--- src/inc/exc_params.svh ---
// Constants of the exception detect and dispatch block.
// Definitions only; included by the package and the core.
`ifndef EXC_PARAMS_SVH
`define EXC_PARAMS_SVH

// Register byte offsets on the APB window
`define OFF_CTRL        12'h000
`define OFF_FSTAT       12'h004
`define OFF_DECR        12'h008
`define OFF_FAULT_ADDR  12'h00C
`define OFF_SAVED_PC    12'h010
`define OFF_CAUSE       12'h014

// Machine state control field positions
`define CTL_BYTE_ORDER  0
`define CTL_USER_MODE   1
`define CTL_FLOAT_AVAIL 2
`define CTL_EXT_INT_EN  3
`define CTL_FEM0        4
`define CTL_FEM1        5
`define CTL_NON_IEEE    6
`define CTL_VEC_BASE    7
`define CTL_W           8

// Float status: enables at the bottom, sticky bits above
`define FST_W           5
`define FST_EN_LSB      0
`define FST_STICKY_LSB  8

// Cause register flag positions
`define CAUSE_FPE_FLAG  8
`define CAUSE_PRECISE   9

// Reset values
`define CTL_RST         8'h00
`define FST_RST         5'h00
`define DECR_RST        32'hFFFFFFFF

// Vector bases and handler offsets
`define VBASE_LOW       32'h00000000
`define VBASE_HIGH      32'hFFF00000
`define VOFF_ALIGN      32'h00000600
`define VOFF_PROG       32'h00000700
`define VOFF_FPU        32'h00000800
`define VOFF_DECR       32'h00000900
`define VOFF_SYSCALL    32'h00000C00
`define VOFF_EMUL       32'h00001600

// Bias added to the fault address for multiple transfers
`define MULTI_ADDR_BIAS 32'h00000004

`endif

--- src/inc/exc_pkg.sv ---
// Types of the exception detect and dispatch block.
// Assumes exc_params.svh sits on the include path.
`include "exc_params.svh"

package exc_pkg;

    // Instruction class presented by the decoder
    typedef enum logic [3:0] {
        IC_NONE, IC_LOAD_STORE, IC_FLOAT_LS, IC_FLOAT_ARITH,
        IC_CACHE_ZERO, IC_MULTIPLE, IC_RESERVE, IC_TRAP,
        IC_SYSCALL, IC_SUPERVISOR, IC_BAD_SPECIAL, IC_ILLEGAL,
        IC_WIDE_ONLY, IC_OPT_MISSING, IC_OPT_NOP, IC_EMULATED
    } instr_class_t;

    // Exception taken, reported in the cause register
    typedef enum logic [3:0] {
        CS_NONE, CS_ALIGN, CS_ILLEGAL, CS_PRIV, CS_TRAP,
        CS_FPU_OFF, CS_EMUL, CS_DECR, CS_SYSCALL
    } cause_t;

    // Completion serialisation, Gray along RUN-FIRST-LAST
    typedef enum logic [1:0] {
        ST_RUN   = 2'b00,
        ST_FIRST = 2'b01,
        ST_LAST  = 2'b11
    } ser_state_t;

    // One instruction at completion
    typedef struct packed {
        logic                 valid;
        instr_class_t         cls;
        logic [1:0]           size;        // log2 of access bytes
        logic [31:0]          ea;
        logic [31:0]          pc;
        logic [31:0]          next_pc;
        logic                 wt_or_ci;    // Page write-through or inhibited
        logic                 virt;        // Translated data access
        logic                 trap_hit;    // Trap condition true
        logic                 special_bit0;
        logic [`FST_W-1:0]    fp_raised;   // IEEE conditions raised
    } issue_t;

    // Dispatch towards the fetch unit
    typedef struct packed {
        logic        take;
        cause_t      cause;
        logic [31:0] vector;
    } exc_out_t;

    // Whole state of the core
    typedef struct packed {
        logic [`CTL_W-1:0] ctl;
        logic [`FST_W-1:0] fen;
        logic [`FST_W-1:0] fsticky;
        logic [31:0]       decr;
        logic              decr_pend;
        logic [31:0]       fault_address_reg;
        logic [31:0]       saved_pc_reg;
        logic [1:0]        cause_flags;
        exc_out_t          exc;
        ser_state_t        ser;
        logic [31:0]       prdata;
    } state_t;

endpackage

--- src/core/exc_detect_dispatch.sv ---
// Exception detect and dispatch for a 32-bit RISC core.
// Assumes a decoder that classifies each completing instruction
// and an APB master on the same clock; no input needs syncing.
//
// The APB slave port and the register offsets were left to the implementer.
`timescale 1ns/1ps
`include "exc_params.svh"

module exc_detect_dispatch (
    input  wire logic             pclk,
    input  wire logic             presetn,
    input  wire logic             clk_en,
    input  wire logic             psel,
    input  wire logic             penable,
    input  wire logic             pwrite,
    input  wire logic [11:0]      paddr,
    input  wire logic [31:0]      pwdata,
    output logic [31:0]           prdata,
    output logic                  pready,
    output logic                  pslverr,
    input  exc_pkg::issue_t       issue,
    output logic                  issue_ready,
    output exc_pkg::exc_out_t     exc_event
);

    exc_pkg::state_t   state_r;     // All registered state
    exc_pkg::state_t   state_nxt;   // Its next value
    exc_pkg::cause_t   win;         // Winning instruction cause
    logic [`CTL_W-1:0] ctl;         // Machine state control
    logic              acc;         // Instruction accepted
    logic              mem_op;      // Any data access class
    logic              align_hit;   // Alignment condition
    logic              fpu_class;   // Uses the float unit
    logic              fen_hit;     // Enabled float condition
    logic              fe_eff;      // Float exceptions in force
    logic              decr_fire;   // Decrementer taken now
    logic              decr_wrap;   // Counts down through zero
    logic              mapped;      // APB address decodes
    logic              wr;          // APB write lands
    logic [`FST_W-1:0] st_set;      // Sticky bits raised
    logic [`FST_W-1:0] st_new;      // Sticky bits that change
    logic [31:0]       base;        // Vector base from control

    // Low address bits must be clear for 2**size bytes
    function automatic logic misaligned(input logic [1:0] size, input logic [31:0] ea);
        logic [2:0] mask;
        mask = 3'h7 >> (2'h3 - size);
        return |(ea[2:0] & mask);
    endfunction

    // Handler offset for each cause
    function automatic logic [31:0] vec_off(input exc_pkg::cause_t c);
        case (c)
            exc_pkg::CS_ALIGN:   vec_off = `VOFF_ALIGN;
            exc_pkg::CS_FPU_OFF: vec_off = `VOFF_FPU;
            exc_pkg::CS_EMUL:    vec_off = `VOFF_EMUL;
            exc_pkg::CS_DECR:    vec_off = `VOFF_DECR;
            exc_pkg::CS_SYSCALL: vec_off = `VOFF_SYSCALL;
            default:             vec_off = `VOFF_PROG;
        endcase
    endfunction

    assign ctl  = state_r.ctl;
    assign base = ctl[`CTL_VEC_BASE] ? `VBASE_HIGH : `VBASE_LOW;

    // Decrementer wins the slot only outside serialisation
    assign decr_fire   = state_r.decr_pend & ctl[`CTL_EXT_INT_EN]
                       & (state_r.ser == exc_pkg::ST_RUN);
    // Hold completion during serialisation or a decrementer take
    assign issue_ready = (state_r.ser == exc_pkg::ST_RUN) & ~decr_fire;
    assign acc         = clk_en & issue.valid & issue_ready;

    // APB: no wait states; read data comes from a flop loaded in the setup phase
    assign pready  = psel & penable & clk_en;
    assign mapped  = (paddr == `OFF_CTRL) | (paddr == `OFF_FSTAT) | (paddr == `OFF_DECR)
                   | (paddr == `OFF_FAULT_ADDR) | (paddr == `OFF_SAVED_PC) | (paddr == `OFF_CAUSE);
    assign pslverr = pready & ~mapped;
    assign wr      = pready & pwrite & mapped;
    assign prdata  = state_r.prdata;
    assign exc_event = state_r.exc;

    // Either imprecise mode counts as precise, so any set bit
    assign fe_eff = ctl[`CTL_FEM0] | ctl[`CTL_FEM1];

    // Detection and priority of instruction exceptions
    always_comb begin
        mem_op = (issue.cls == exc_pkg::IC_LOAD_STORE) | (issue.cls == exc_pkg::IC_FLOAT_LS)
               | (issue.cls == exc_pkg::IC_MULTIPLE) | (issue.cls == exc_pkg::IC_RESERVE);
        align_hit = 1'b0;
        // Float load/store needs a word boundary
        if (issue.cls == exc_pkg::IC_FLOAT_LS && issue.ea[1:0] != 2'h0) begin
            align_hit = 1'b1;
        end
        // Cache zero into uncached translated page
        if (issue.cls == exc_pkg::IC_CACHE_ZERO && issue.virt && issue.wt_or_ci) begin
            align_hit = 1'b1;
        end
        // Multiple and reservation forms need a word boundary
        if ((issue.cls == exc_pkg::IC_MULTIPLE || issue.cls == exc_pkg::IC_RESERVE)
            && issue.ea[1:0] != 2'h0) begin
            align_hit = 1'b1;
        end
        // Little-endian mode cannot split misaligned accesses
        if (mem_op && ctl[`CTL_BYTE_ORDER] && misaligned(issue.size, issue.ea)) begin
            align_hit = 1'b1;
        end
        // Multiples are never done little-endian
        if (issue.cls == exc_pkg::IC_MULTIPLE && ctl[`CTL_BYTE_ORDER]) begin
            align_hit = 1'b1;
        end
        fpu_class = (issue.cls == exc_pkg::IC_FLOAT_LS) | (issue.cls == exc_pkg::IC_FLOAT_ARITH);
        fen_hit   = (issue.cls == exc_pkg::IC_FLOAT_ARITH) && |(issue.fp_raised & state_r.fen);
        // Fixed order; later causes are dropped with the instruction
        if (issue.cls == exc_pkg::IC_ILLEGAL || issue.cls == exc_pkg::IC_WIDE_ONLY
            || issue.cls == exc_pkg::IC_OPT_MISSING) begin
            win = exc_pkg::CS_ILLEGAL;
        end else if (ctl[`CTL_USER_MODE] && (issue.cls == exc_pkg::IC_SUPERVISOR
                     || (issue.cls == exc_pkg::IC_BAD_SPECIAL && issue.special_bit0))) begin
            win = exc_pkg::CS_PRIV;
        end else if (fpu_class && !ctl[`CTL_FLOAT_AVAIL]) begin
            win = exc_pkg::CS_FPU_OFF;
        end else if (issue.cls == exc_pkg::IC_EMULATED || fen_hit) begin
            win = exc_pkg::CS_EMUL;
        end else if (align_hit) begin
            win = exc_pkg::CS_ALIGN;
        end else if (issue.cls == exc_pkg::IC_TRAP && issue.trap_hit) begin
            win = exc_pkg::CS_TRAP;
        end else if (issue.cls == exc_pkg::IC_SYSCALL) begin
            win = exc_pkg::CS_SYSCALL;
        end else begin
            win = exc_pkg::CS_NONE;  // Includes optional no-ops
        end
        // Sticky bits only move on a clean float completion
        st_set = (acc && issue.cls == exc_pkg::IC_FLOAT_ARITH && win == exc_pkg::CS_NONE)
               ? issue.fp_raised : `FST_RST;
        st_new = st_set & ~state_r.fsticky;
    end

    assign decr_wrap = (state_r.decr == 32'h00000000) & ~(wr & paddr == `OFF_DECR);

    // Next state; a low clock enable freezes everything
    always_comb begin
        state_nxt = state_r;
        if (clk_en) begin
            state_nxt.exc.take = 1'b0;
            // Register writes
            if (wr && paddr == `OFF_CTRL) begin
                state_nxt.ctl = pwdata[`CTL_W-1:0];
            end
            if (wr && paddr == `OFF_FSTAT) begin
                state_nxt.fen     = pwdata[`FST_EN_LSB +: `FST_W];
                state_nxt.fsticky = pwdata[`FST_STICKY_LSB +: `FST_W];
            end
            // Hardware set wins over a software clear
            state_nxt.fsticky = state_nxt.fsticky | st_set;
            // Decrementer load or count
            if (wr && paddr == `OFF_DECR) begin
                state_nxt.decr = pwdata;
            end else begin
                state_nxt.decr = state_r.decr - 32'h00000001;
            end
            // Repeated wraps collapse into one request; a new wrap beats the clear
            state_nxt.decr_pend = decr_wrap | (state_r.decr_pend & ~decr_fire);
            // Serialisation of sticky updates
            case (state_r.ser)
                exc_pkg::ST_RUN: begin
                    // Only when float exceptions are off and a bit changes
                    if (|st_new && !fe_eff) begin
                        if (|(st_new & (st_new - 5'h01))) begin
                            state_nxt.ser = exc_pkg::ST_FIRST;
                        end else begin
                            state_nxt.ser = exc_pkg::ST_LAST;
                        end
                    end
                end
                exc_pkg::ST_FIRST: state_nxt.ser = exc_pkg::ST_LAST;
                default:           state_nxt.ser = exc_pkg::ST_RUN;
            endcase
            // Dispatch; the decrementer blocks completion in its slot
            if (decr_fire) begin
                state_nxt.exc.take       = 1'b1;
                state_nxt.exc.cause      = exc_pkg::CS_DECR;
                state_nxt.exc.vector     = base | vec_off(exc_pkg::CS_DECR);
                state_nxt.saved_pc_reg   = issue.pc;
                state_nxt.ctl[`CTL_EXT_INT_EN] = 1'b0;
            end else if (acc && win != exc_pkg::CS_NONE) begin
                state_nxt.exc.take     = 1'b1;
                state_nxt.exc.cause    = win;
                state_nxt.exc.vector   = base | vec_off(win);
                state_nxt.saved_pc_reg = issue.pc;
                state_nxt.cause_flags  = {fe_eff, fen_hit & fe_eff};
                if (win == exc_pkg::CS_SYSCALL) begin
                    state_nxt.saved_pc_reg = issue.next_pc;
                end
                if (win == exc_pkg::CS_ALIGN) begin
                    // Multiples report one word past the computed address
                    state_nxt.fault_address_reg = (issue.cls == exc_pkg::IC_MULTIPLE)
                        ? issue.ea + `MULTI_ADDR_BIAS : issue.ea;
                end
            end
            // Read data captured in the setup phase
            if (psel && !penable) begin
                case (paddr)
                    `OFF_CTRL:       state_nxt.prdata = {24'h000000, ctl};
                    `OFF_FSTAT:      state_nxt.prdata = {19'h00000, state_r.fsticky, 3'h0, state_r.fen};
                    `OFF_DECR:       state_nxt.prdata = state_r.decr;
                    `OFF_FAULT_ADDR: state_nxt.prdata = state_r.fault_address_reg;
                    `OFF_SAVED_PC:   state_nxt.prdata = state_r.saved_pc_reg;
                    `OFF_CAUSE:      state_nxt.prdata = {22'h000000, state_r.cause_flags,
                                                         4'h0, state_r.exc.cause};
                    default:         state_nxt.prdata = 32'h00000000;
                endcase
            end
        end
    end

    // State register
    always_ff @(posedge pclk or negedge presetn) begin
        if (!presetn) begin
            state_r                   <= '0;
            state_r.ctl               <= `CTL_RST;
            state_r.decr              <= `DECR_RST;
            state_r.exc.cause         <= exc_pkg::CS_NONE;
            state_r.ser               <= exc_pkg::ST_RUN;
        end else begin
            state_r <= state_nxt;
        end
    end
endmodule

--- config.mk ---
export PLATFORM = sky130hd
export DESIGN_NAME = exc_detect_dispatch
export DESIGN_NICKNAME = d
export VERILOG_FILES = /design/src/inc/exc_pkg.sv /design/src/core/exc_detect_dispatch.sv
export VERILOG_INCLUDE_DIRS = /design/src /design/src/inc
export SDC_FILE = /design/constraint.sdc
export NUM_CORES = 1
export LEC_CHECK = 0
export BUFFER_PORTS_ARGS = -buffer_cell sky130_fd_sc_hd__buf_2
export CORE_MARGIN = 4
export CORE_UTILIZATION = 55
export DETAILED_ROUTE_END_ITERATION = 12
export GPL_ROUTABILITY_DRIVEN = 0
export PLACE_DENSITY = 0.87
export SYNTH_ARGS = -nofsm -noshare
export SYNTH_HDL_FRONTEND = slang
export SYNTH_SLANG_ARGS = --single-unit
export TNS_END_PERCENT = 100
--- constraint.sdc ---
create_clock -name pclk -period 3.4 [get_ports pclk]
set_clock_uncertainty 0.15 [all_clocks]
set_input_delay 0.34 -clock pclk [delete_from_list [all_inputs] [get_ports pclk]]
set_output_delay 0.34 -clock pclk [all_outputs]
set_load 0.03 [all_outputs]
==> metrics, run 1 <==
Reg power frac 44.8%; Layout area overhead 15.08%; Std-Cell Rows 48; drt drc 0; # Max-Cap Violations 0; Tcrit/Tclk final 86.18%; Nets 1332; maximum vdd drop 0.0003701 V; Worst-Skew Late Latency 0.43 ns; effective utilization at floorplan 56.28%; hold_ws 0.005654 ns; port bufs 218; Syn Area/Cell 9.493 µm²; grt total ovfl 0; post-DP HPWL 21240 µm; Placed Instances 1371; post-DR vias/cell 6.147; Comb power frac 22.3%; DRT Wirelength 28720 µm; Seq cells post-synth 162; first-pass GRT wire length 44260 µm; Final Hold Fails 0; number of distinct library cells after synthesis 63; Hold Crit Class in2reg; Global Route Usage Sum 28.07%; Layout Utilization 64.76%; Finish-stage setup viols 0; Iteration-0 DRC Markers 1100; pre-CTS setup slack 0.4920 ns; Cell Area, Synth 9768 µm²; Setup Crit Path Kind reg2reg; f_max 341.3 MHz; Multi-input gate area 4905 µm²; post-route cell area 11240 µm²; Worst Path Arrival 3.13 ns; number of flops mapped to enable cells by yosys 0; # fillers 1401; setup TNS 0 ns; outcome complete, no violations; Slew @ Worst Pin 0.8312 ns; htree depth 4; Worst slew margin 44.08%; max-slew violation count 0; Power, Total 6.011 mW; DIE WIDTH 141.3 µm; Clock Power Share 32.9%; Core Area 17360 µm²; fraction of registers with async set/reset 100.0%; DR WL/cell 20.42 µm; fin cells 1406; Final ANT Viol Nets 0; initial antenna violation count 5; Reg clk slew, reported paths 0.06 ns; Sequential Area 4094 µm²; DR vias 8643; IO Pins 234; switching share of power 31.02%; RSZ-0062 raised after global routing false; CTS Buffer Depth 2; CP Launch Type flop; Static Leak 5.139 nW; Ys Warns 0; Primary FF master, synth dfrtp_1; Sw Pwr 1.865 mW; DIE AREA 19960 µm²; worst path required time 3.60 ns; Ant. Diodes 0; largest net degree at the start of global routing 76; layout cells sized above 1 35.90%; worst setup margin 0.4700 ns; vias in the first global route 8164; Clock Root Buffer clkbuf_16; critical path capture point type flop; fin crit period 2.930 ns; 1st-pass router iterations 8; die height 141.3 µm; cells after synthesis 1029; internal cell power 4.146 mW; TritonCTS clock tree done; CTS Sinks 162; P per Cell Area 534.7 nW/µm²; TritonCTS Buffers 17; area post-placement 10610 µm²; post-synthesis sequential area ratio 41.91%; critical path peak fanout 9
[cell type report]
| cell class | instances | share of cell area, % |
|---|---|---|
| multi-input combinational | 729 | 43.63 |
| sequential | 162 | 36.42 |
| timing repair buffer | 242 | 11.54 |
| tap | 225 | 2.504 |
| inverter | 16 | 0.5343 |
| clock inverter | 12 | 1.391 |
| clock buffer | 20 | 3.974 |
[worst max-delay path: stages (launching register included)]
cell and delay [ns]:
dfstp_2 0.38, inv_1 0.07, ha_1 0.19, or3b_4 0.41
or4_4 0.50, or4_4 0.56, or4_1 0.40, nand3_1 0.09
o211ai_1 0.10
[power by group through the flow]
stage / Combinational (mW) / Sequential, mW / Clock [mW]
after floorplan: 0.956 / 2.57 / 0
after global placement: 1.26 / 2.68 / 0
after detailed placement: 1.31 / 2.70 / 0
after CTS: 1.33 / 2.67 / 1.98
after global routing: 1.45 / 2.73 / 2.06
final: 1.34 / 2.69 / 1.98
[worst paths after layout]
kind,start,to,slack (ns),cells after the start
min in group asynchronous,presetn,ctl[0],0.37,2
max reg2reg,state_r[138],state_r[164],0.47,8
max in group asynchronous,presetn,state_r[161],1.93,3
max,state_r[138],state_r[164],0.47,8
min,issue[2],state_r[172],0.006,3
min reg2reg,prdata[23],prdata[23],0.32,2
[layer usage]
metal	routed length (µm)	vias to the layer above	part of all wire [%]	GRT usage (%)
met5	80	-	0.28	0
met4	800	10	2.8	9.434
met3	3074	69	11	6.741
met2	13360	490	47	44.19
met1	11400	4118	40	38.36
li1	-	3956	-	-
[synthesized netlist by cell type, types with 7 or more instances]
cell type  number  area share, %
dfrtp_1       130             33
mux2_2        102             12
nand2_1       101            3.9
o21ai_0        79            4.0
a21oi_1        71            3.6
buf_4          69            5.3
clkbuf_1       57            2.2
a22oi_1        53            4.1
nor2_1         37            1.4
dfstp_2        32            8.6
nand3_1        29            1.5
nor3_1         27            1.4
xnor2_1        19            1.7
inv_1          16           0.61
and3_1         13           0.83
nand2b_1       12           0.77
nand4_1        10           0.64
xor2_1         10           0.90
a22o_1          9           0.81
mux2i_1         9           0.92
a222oi_1        8           0.82
and2_1          7           0.45
nand3b_1        7           0.54
nor2b_1         7           0.45
nor4_1          7           0.45
o21a_1          7           0.54
or2_2           7           0.45
[repair_timing]
action,4_1_cts,5_1_grt
gates resized for setup,0,0
hold buffers,3,0
endpoints found under the hold margin,65,0
setup buffers,0,0
[sequential cells by signal, indices dropped and copies added, names as in the netlist]
register   flops
state_r      111
prdata        32
exc_event     11
ctl            8
[cell families (layout without fill, tap and decap cells)]
kind of cell    Yosys count  count (layout)  synth area share [%]
compound gates          281             281                 18.30
flops                   162             162                 41.91
buf+inv                 152             290                 8.633
other cells               1              15               0.03839
mux                     114             114                 13.37
simple gates            287             287                 14.78
xor+xnor                 29              29                 2.600
fa+ha+maj                 3               3                0.3586
[placed cells by master, fill, tap and decap left out, types with 8 or more instances in the layout]
cell / synthesis / final
dfstp_2: 32 / 32
nor3_1: 27 / 27
a22o_1: 9 / 9
buf_2: 5 / 217
o21ai_0: 79 / 78
nand3_1: 29 / 29
dfrtp_1: 130 / 130
and3_1: 13 / 13
xnor2_1: 19 / 19
buf_4: 69 / 20
mux2i_1: 9 / 9
nand4_1: 10 / 10
nor2_1: 37 / 35
a21oi_1: 71 / 71
clkbuf_16: 0 / 17
nand2_1: 101 / 101
conb_1: 1 / 15
inv_1: 16 / 16
mux2_2: 102 / 102
a22oi_1: 53 / 53
xor2_1: 10 / 10
a222oi_1: 8 / 8
nand2b_1: 12 / 12
No activity file was read; power rests on OpenSTA's default activity.
==> run 2, diff against run 1 <==
--- a/config.mk
+++ b/config.mk
@@ -6,12 +6,14 @@
 export SDC_FILE = /design/constraint.sdc
 export NUM_CORES = 1
 export LEC_CHECK = 0
+export ABC_CLOCK_PERIOD_IN_PS = 3400
 export BUFFER_PORTS_ARGS = -buffer_cell sky130_fd_sc_hd__buf_2
 export CORE_MARGIN = 4
 export CORE_UTILIZATION = 55
 export DETAILED_ROUTE_END_ITERATION = 12
 export GPL_ROUTABILITY_DRIVEN = 0
 export PLACE_DENSITY = 0.87
+export REMOVE_ABC_BUFFERS = 1
 export SYNTH_ARGS = -nofsm -noshare
 export SYNTH_HDL_FRONTEND = slang
 export SYNTH_SLANG_ARGS = --single-unit
==> run 2 against run 1 <==
  * Total power increased by 1.5%
  * Via count increased by 2.6%
  * Combinational power about the same
  * First-iteration DRC count decreased by 21%
  * Clock power increased by 6%
  * Largest cell class unchanged
==> metrics, run 2 (same netlist as run 1, synthesis figures left out) <==
TritonCTS clock tree done; Final ANT Viol Nets 0 (unchanged); Layout area overhead 15.49%; Tcrit/Tclk final 87.93% (+1.8 points); Worst slew margin 26.31% (-18 points); hold-fix buffer count after cts 4 (+1); DRT Wirelength 29500 µm (+2.7%); critical path capture point type flop; Slew @ Worst Pin 1.095 ns (+0.2641 ns); Static Leak 5.164 nW (+0.49%); Clock Power Share 34.5% (+1.6 points); initial antenna violation count 2 (-3); Worst-Skew Late Latency 0.43 ns (about the same); Placed Instances 1371 (unchanged); Global Route Usage Sum 29.22% (+1.2 points); most frequent cells in the layout buf_2, dfrtp_1, mux2_2; pre-CTS setup slack 0.4776 ns (-0.01442 ns); maximum vdd drop 0.0004142 V (+12%); CP bufs+invs 1 (unchanged); effective utilization at floorplan 56.28% (unchanged); die height 141.3 µm (unchanged); DIE WIDTH 141.3 µm (unchanged); Finish-stage setup viols 0 (unchanged); Iteration-0 DRC Markers 868 (-21%); DIE AREA 19960 µm² (unchanged); CTS Sinks 162 (unchanged); Clock Root Buffer clkbuf_16; post-DP HPWL 21330 µm (+0.43%); critical-path cell list inv_1 > ha_1 > or3b_4 > or4_4 > or4_4 > or4_1 > nand3_1 > o211ai_1; # Max-Cap Violations 0 (unchanged); Worst path slowest cell or4_4; Crit path max-delay family simple AND/OR/NAND/NOR gates; most common cell after layout, fill and taps aside buf_2; Reg power frac 43.9% (-0.9 points); f_max 334.5 MHz (-2.0%); max-slew violation count 0 (unchanged); Core Area 17360 µm² (unchanged); switching share of power 30.01% (-1.0 points); htree depth 4 (unchanged); critical path peak fanout 9 (unchanged); worst path required time 3.60 ns (about the same); DR vias 8870 (+2.6%); grt total ovfl 0 (unchanged); drt drc 0 (unchanged); largest net degree at the start of global routing 66 (-13%); internal cell power 4.269 mW (+3.0%); IO Pins 234 (unchanged); first-pass GRT wire length 45460 µm (+2.7%); TritonCTS Buffers 17 (unchanged); port bufs 218 (unchanged); Std-Cell Rows 48 (unchanged); worst stage delay on the critical path 0.57 ns (about the same); Setup Crit Path Kind reg2reg; Worst Path Arrival 3.19 ns (+0.06 ns); # fillers 1335 (-4.7%); Hold Crit Class in2reg; layout cells sized above 1 36.04% (+0.14 points); Nets 1333 (+0.075%); Reg clk slew, reported paths 0.06 ns (about the same); CTS resizes 0 (unchanged); vias in the first global route 8464 (+3.7%); 1st-pass router iterations 6 (-2); Final Hold Fails 0 (unchanged); fin cells 1409 (+0.21%); RSZ-0062 raised after global routing false; max reg flops 111 (unchanged); CTS Buffer Depth 2 (unchanged); fin crit period 2.990 ns (+0.05979 ns); setup TNS 0 ns (unchanged); CP most frequent cell or4_4; P per Cell Area 540.7 nW/µm² (+1.1%); worst setup margin 0.4102 ns (-0.05979 ns); post-CTS setup buffers 0 (unchanged); outcome complete, no violations; post-DR vias/cell 6.295 (+2.4%); register with the most flip-flops state_r; Comb power frac 21.6% (-0.7 points); CP Launch Type flop; Sw Pwr 1.831 mW (-1.8%); Power, Total 6.099 mW (+1.5%); DR WL/cell 20.94 µm (+2.5%)
[run 2: final cells by class]
class	count	area, µm²	share of cell area, %
clock inverters	14	211.5	1.874
clock buffers	18	429.2	3.804
flip-flops and latches	162	4094	36.29
well taps	225	281.5	2.496
repair buffers	243	1295	11.48
multi-input cells	729	4905	43.48
inverters	16	60.06	0.5324
diodes	2	5.005	0.04437
[run 2: worst register-to-register path, delay by kind of cell (launching register included)]
| kind | cells | cell delay [ns] |
|---|---|---|
| AO/OA/AOI/OAI | 1 | 0.11 |
| adder cells (fa/ha/maj) | 1 | 0.19 |
| buffers and inverters | 1 | 0.08 |
| flip-flops | 1 | 0.39 |
| AND/OR/NAND/NOR | 5 | 2.00 |
[run 2: power groups by stage]
stage | Clock, mW | Combinational [mW] | Sequential [mW]
2_1_floorplan | 0 | 0.763 | 2.65
3_3_place_gp | 0 | 1.25 | 2.66
3_5_place_dp | 0 | 1.29 | 2.69
4_1_cts | 2.11 | 1.31 | 2.66
5_1_grt | 2.21 | 1.43 | 2.71
6_report | 2.10 | 1.32 | 2.68
[run 2: worst paths after layout]
check | endpoint | slack (ns) | cells after the start | start
max in group asynchronous | prdata[2] | 1.87 | 3 | presetn
worst min-delay path | state_r[174] | 0.01 | 3 | pwdata[12]
min in group asynchronous | state_r[136] | 0.30 | 2 | presetn
worst min register to register | prdata[5] | 0.32 | 2 | prdata[5]
worst max-delay path | state_r[164] | 0.41 | 8 | state_r[138]
worst max register to register | state_r[164] | 0.41 | 8 | state_r[138]
[run 2: layer usage]
metal	global-route usage [%]	wire length (µm)	up-vias	part of all wire (%)
met4	12.34	1189	2	4.0
met1	37.06	11280	4335	38
met2	48.21	14320	492	49
met3	6.808	2701	81	9.2
li1	-	-	3960	-
met5	0	9	-	0.031
[run 2: stage by stage]
stage / cell area (µm²) / hold slack [ns] / utilization [%]
2_1_floorplan: 9037 / -0.1056 / -
3_3_place_gp: 10600 / 0.2138 / 61.04
3_5_place_dp: 10600 / 0.2184 / 61.04
4_1_cts: 11280 / 0.003734 / 64.97
5_1_grt: 11280 / 0.01406 / 64.98
6_report: 11280 / 0.009951 / 64.99
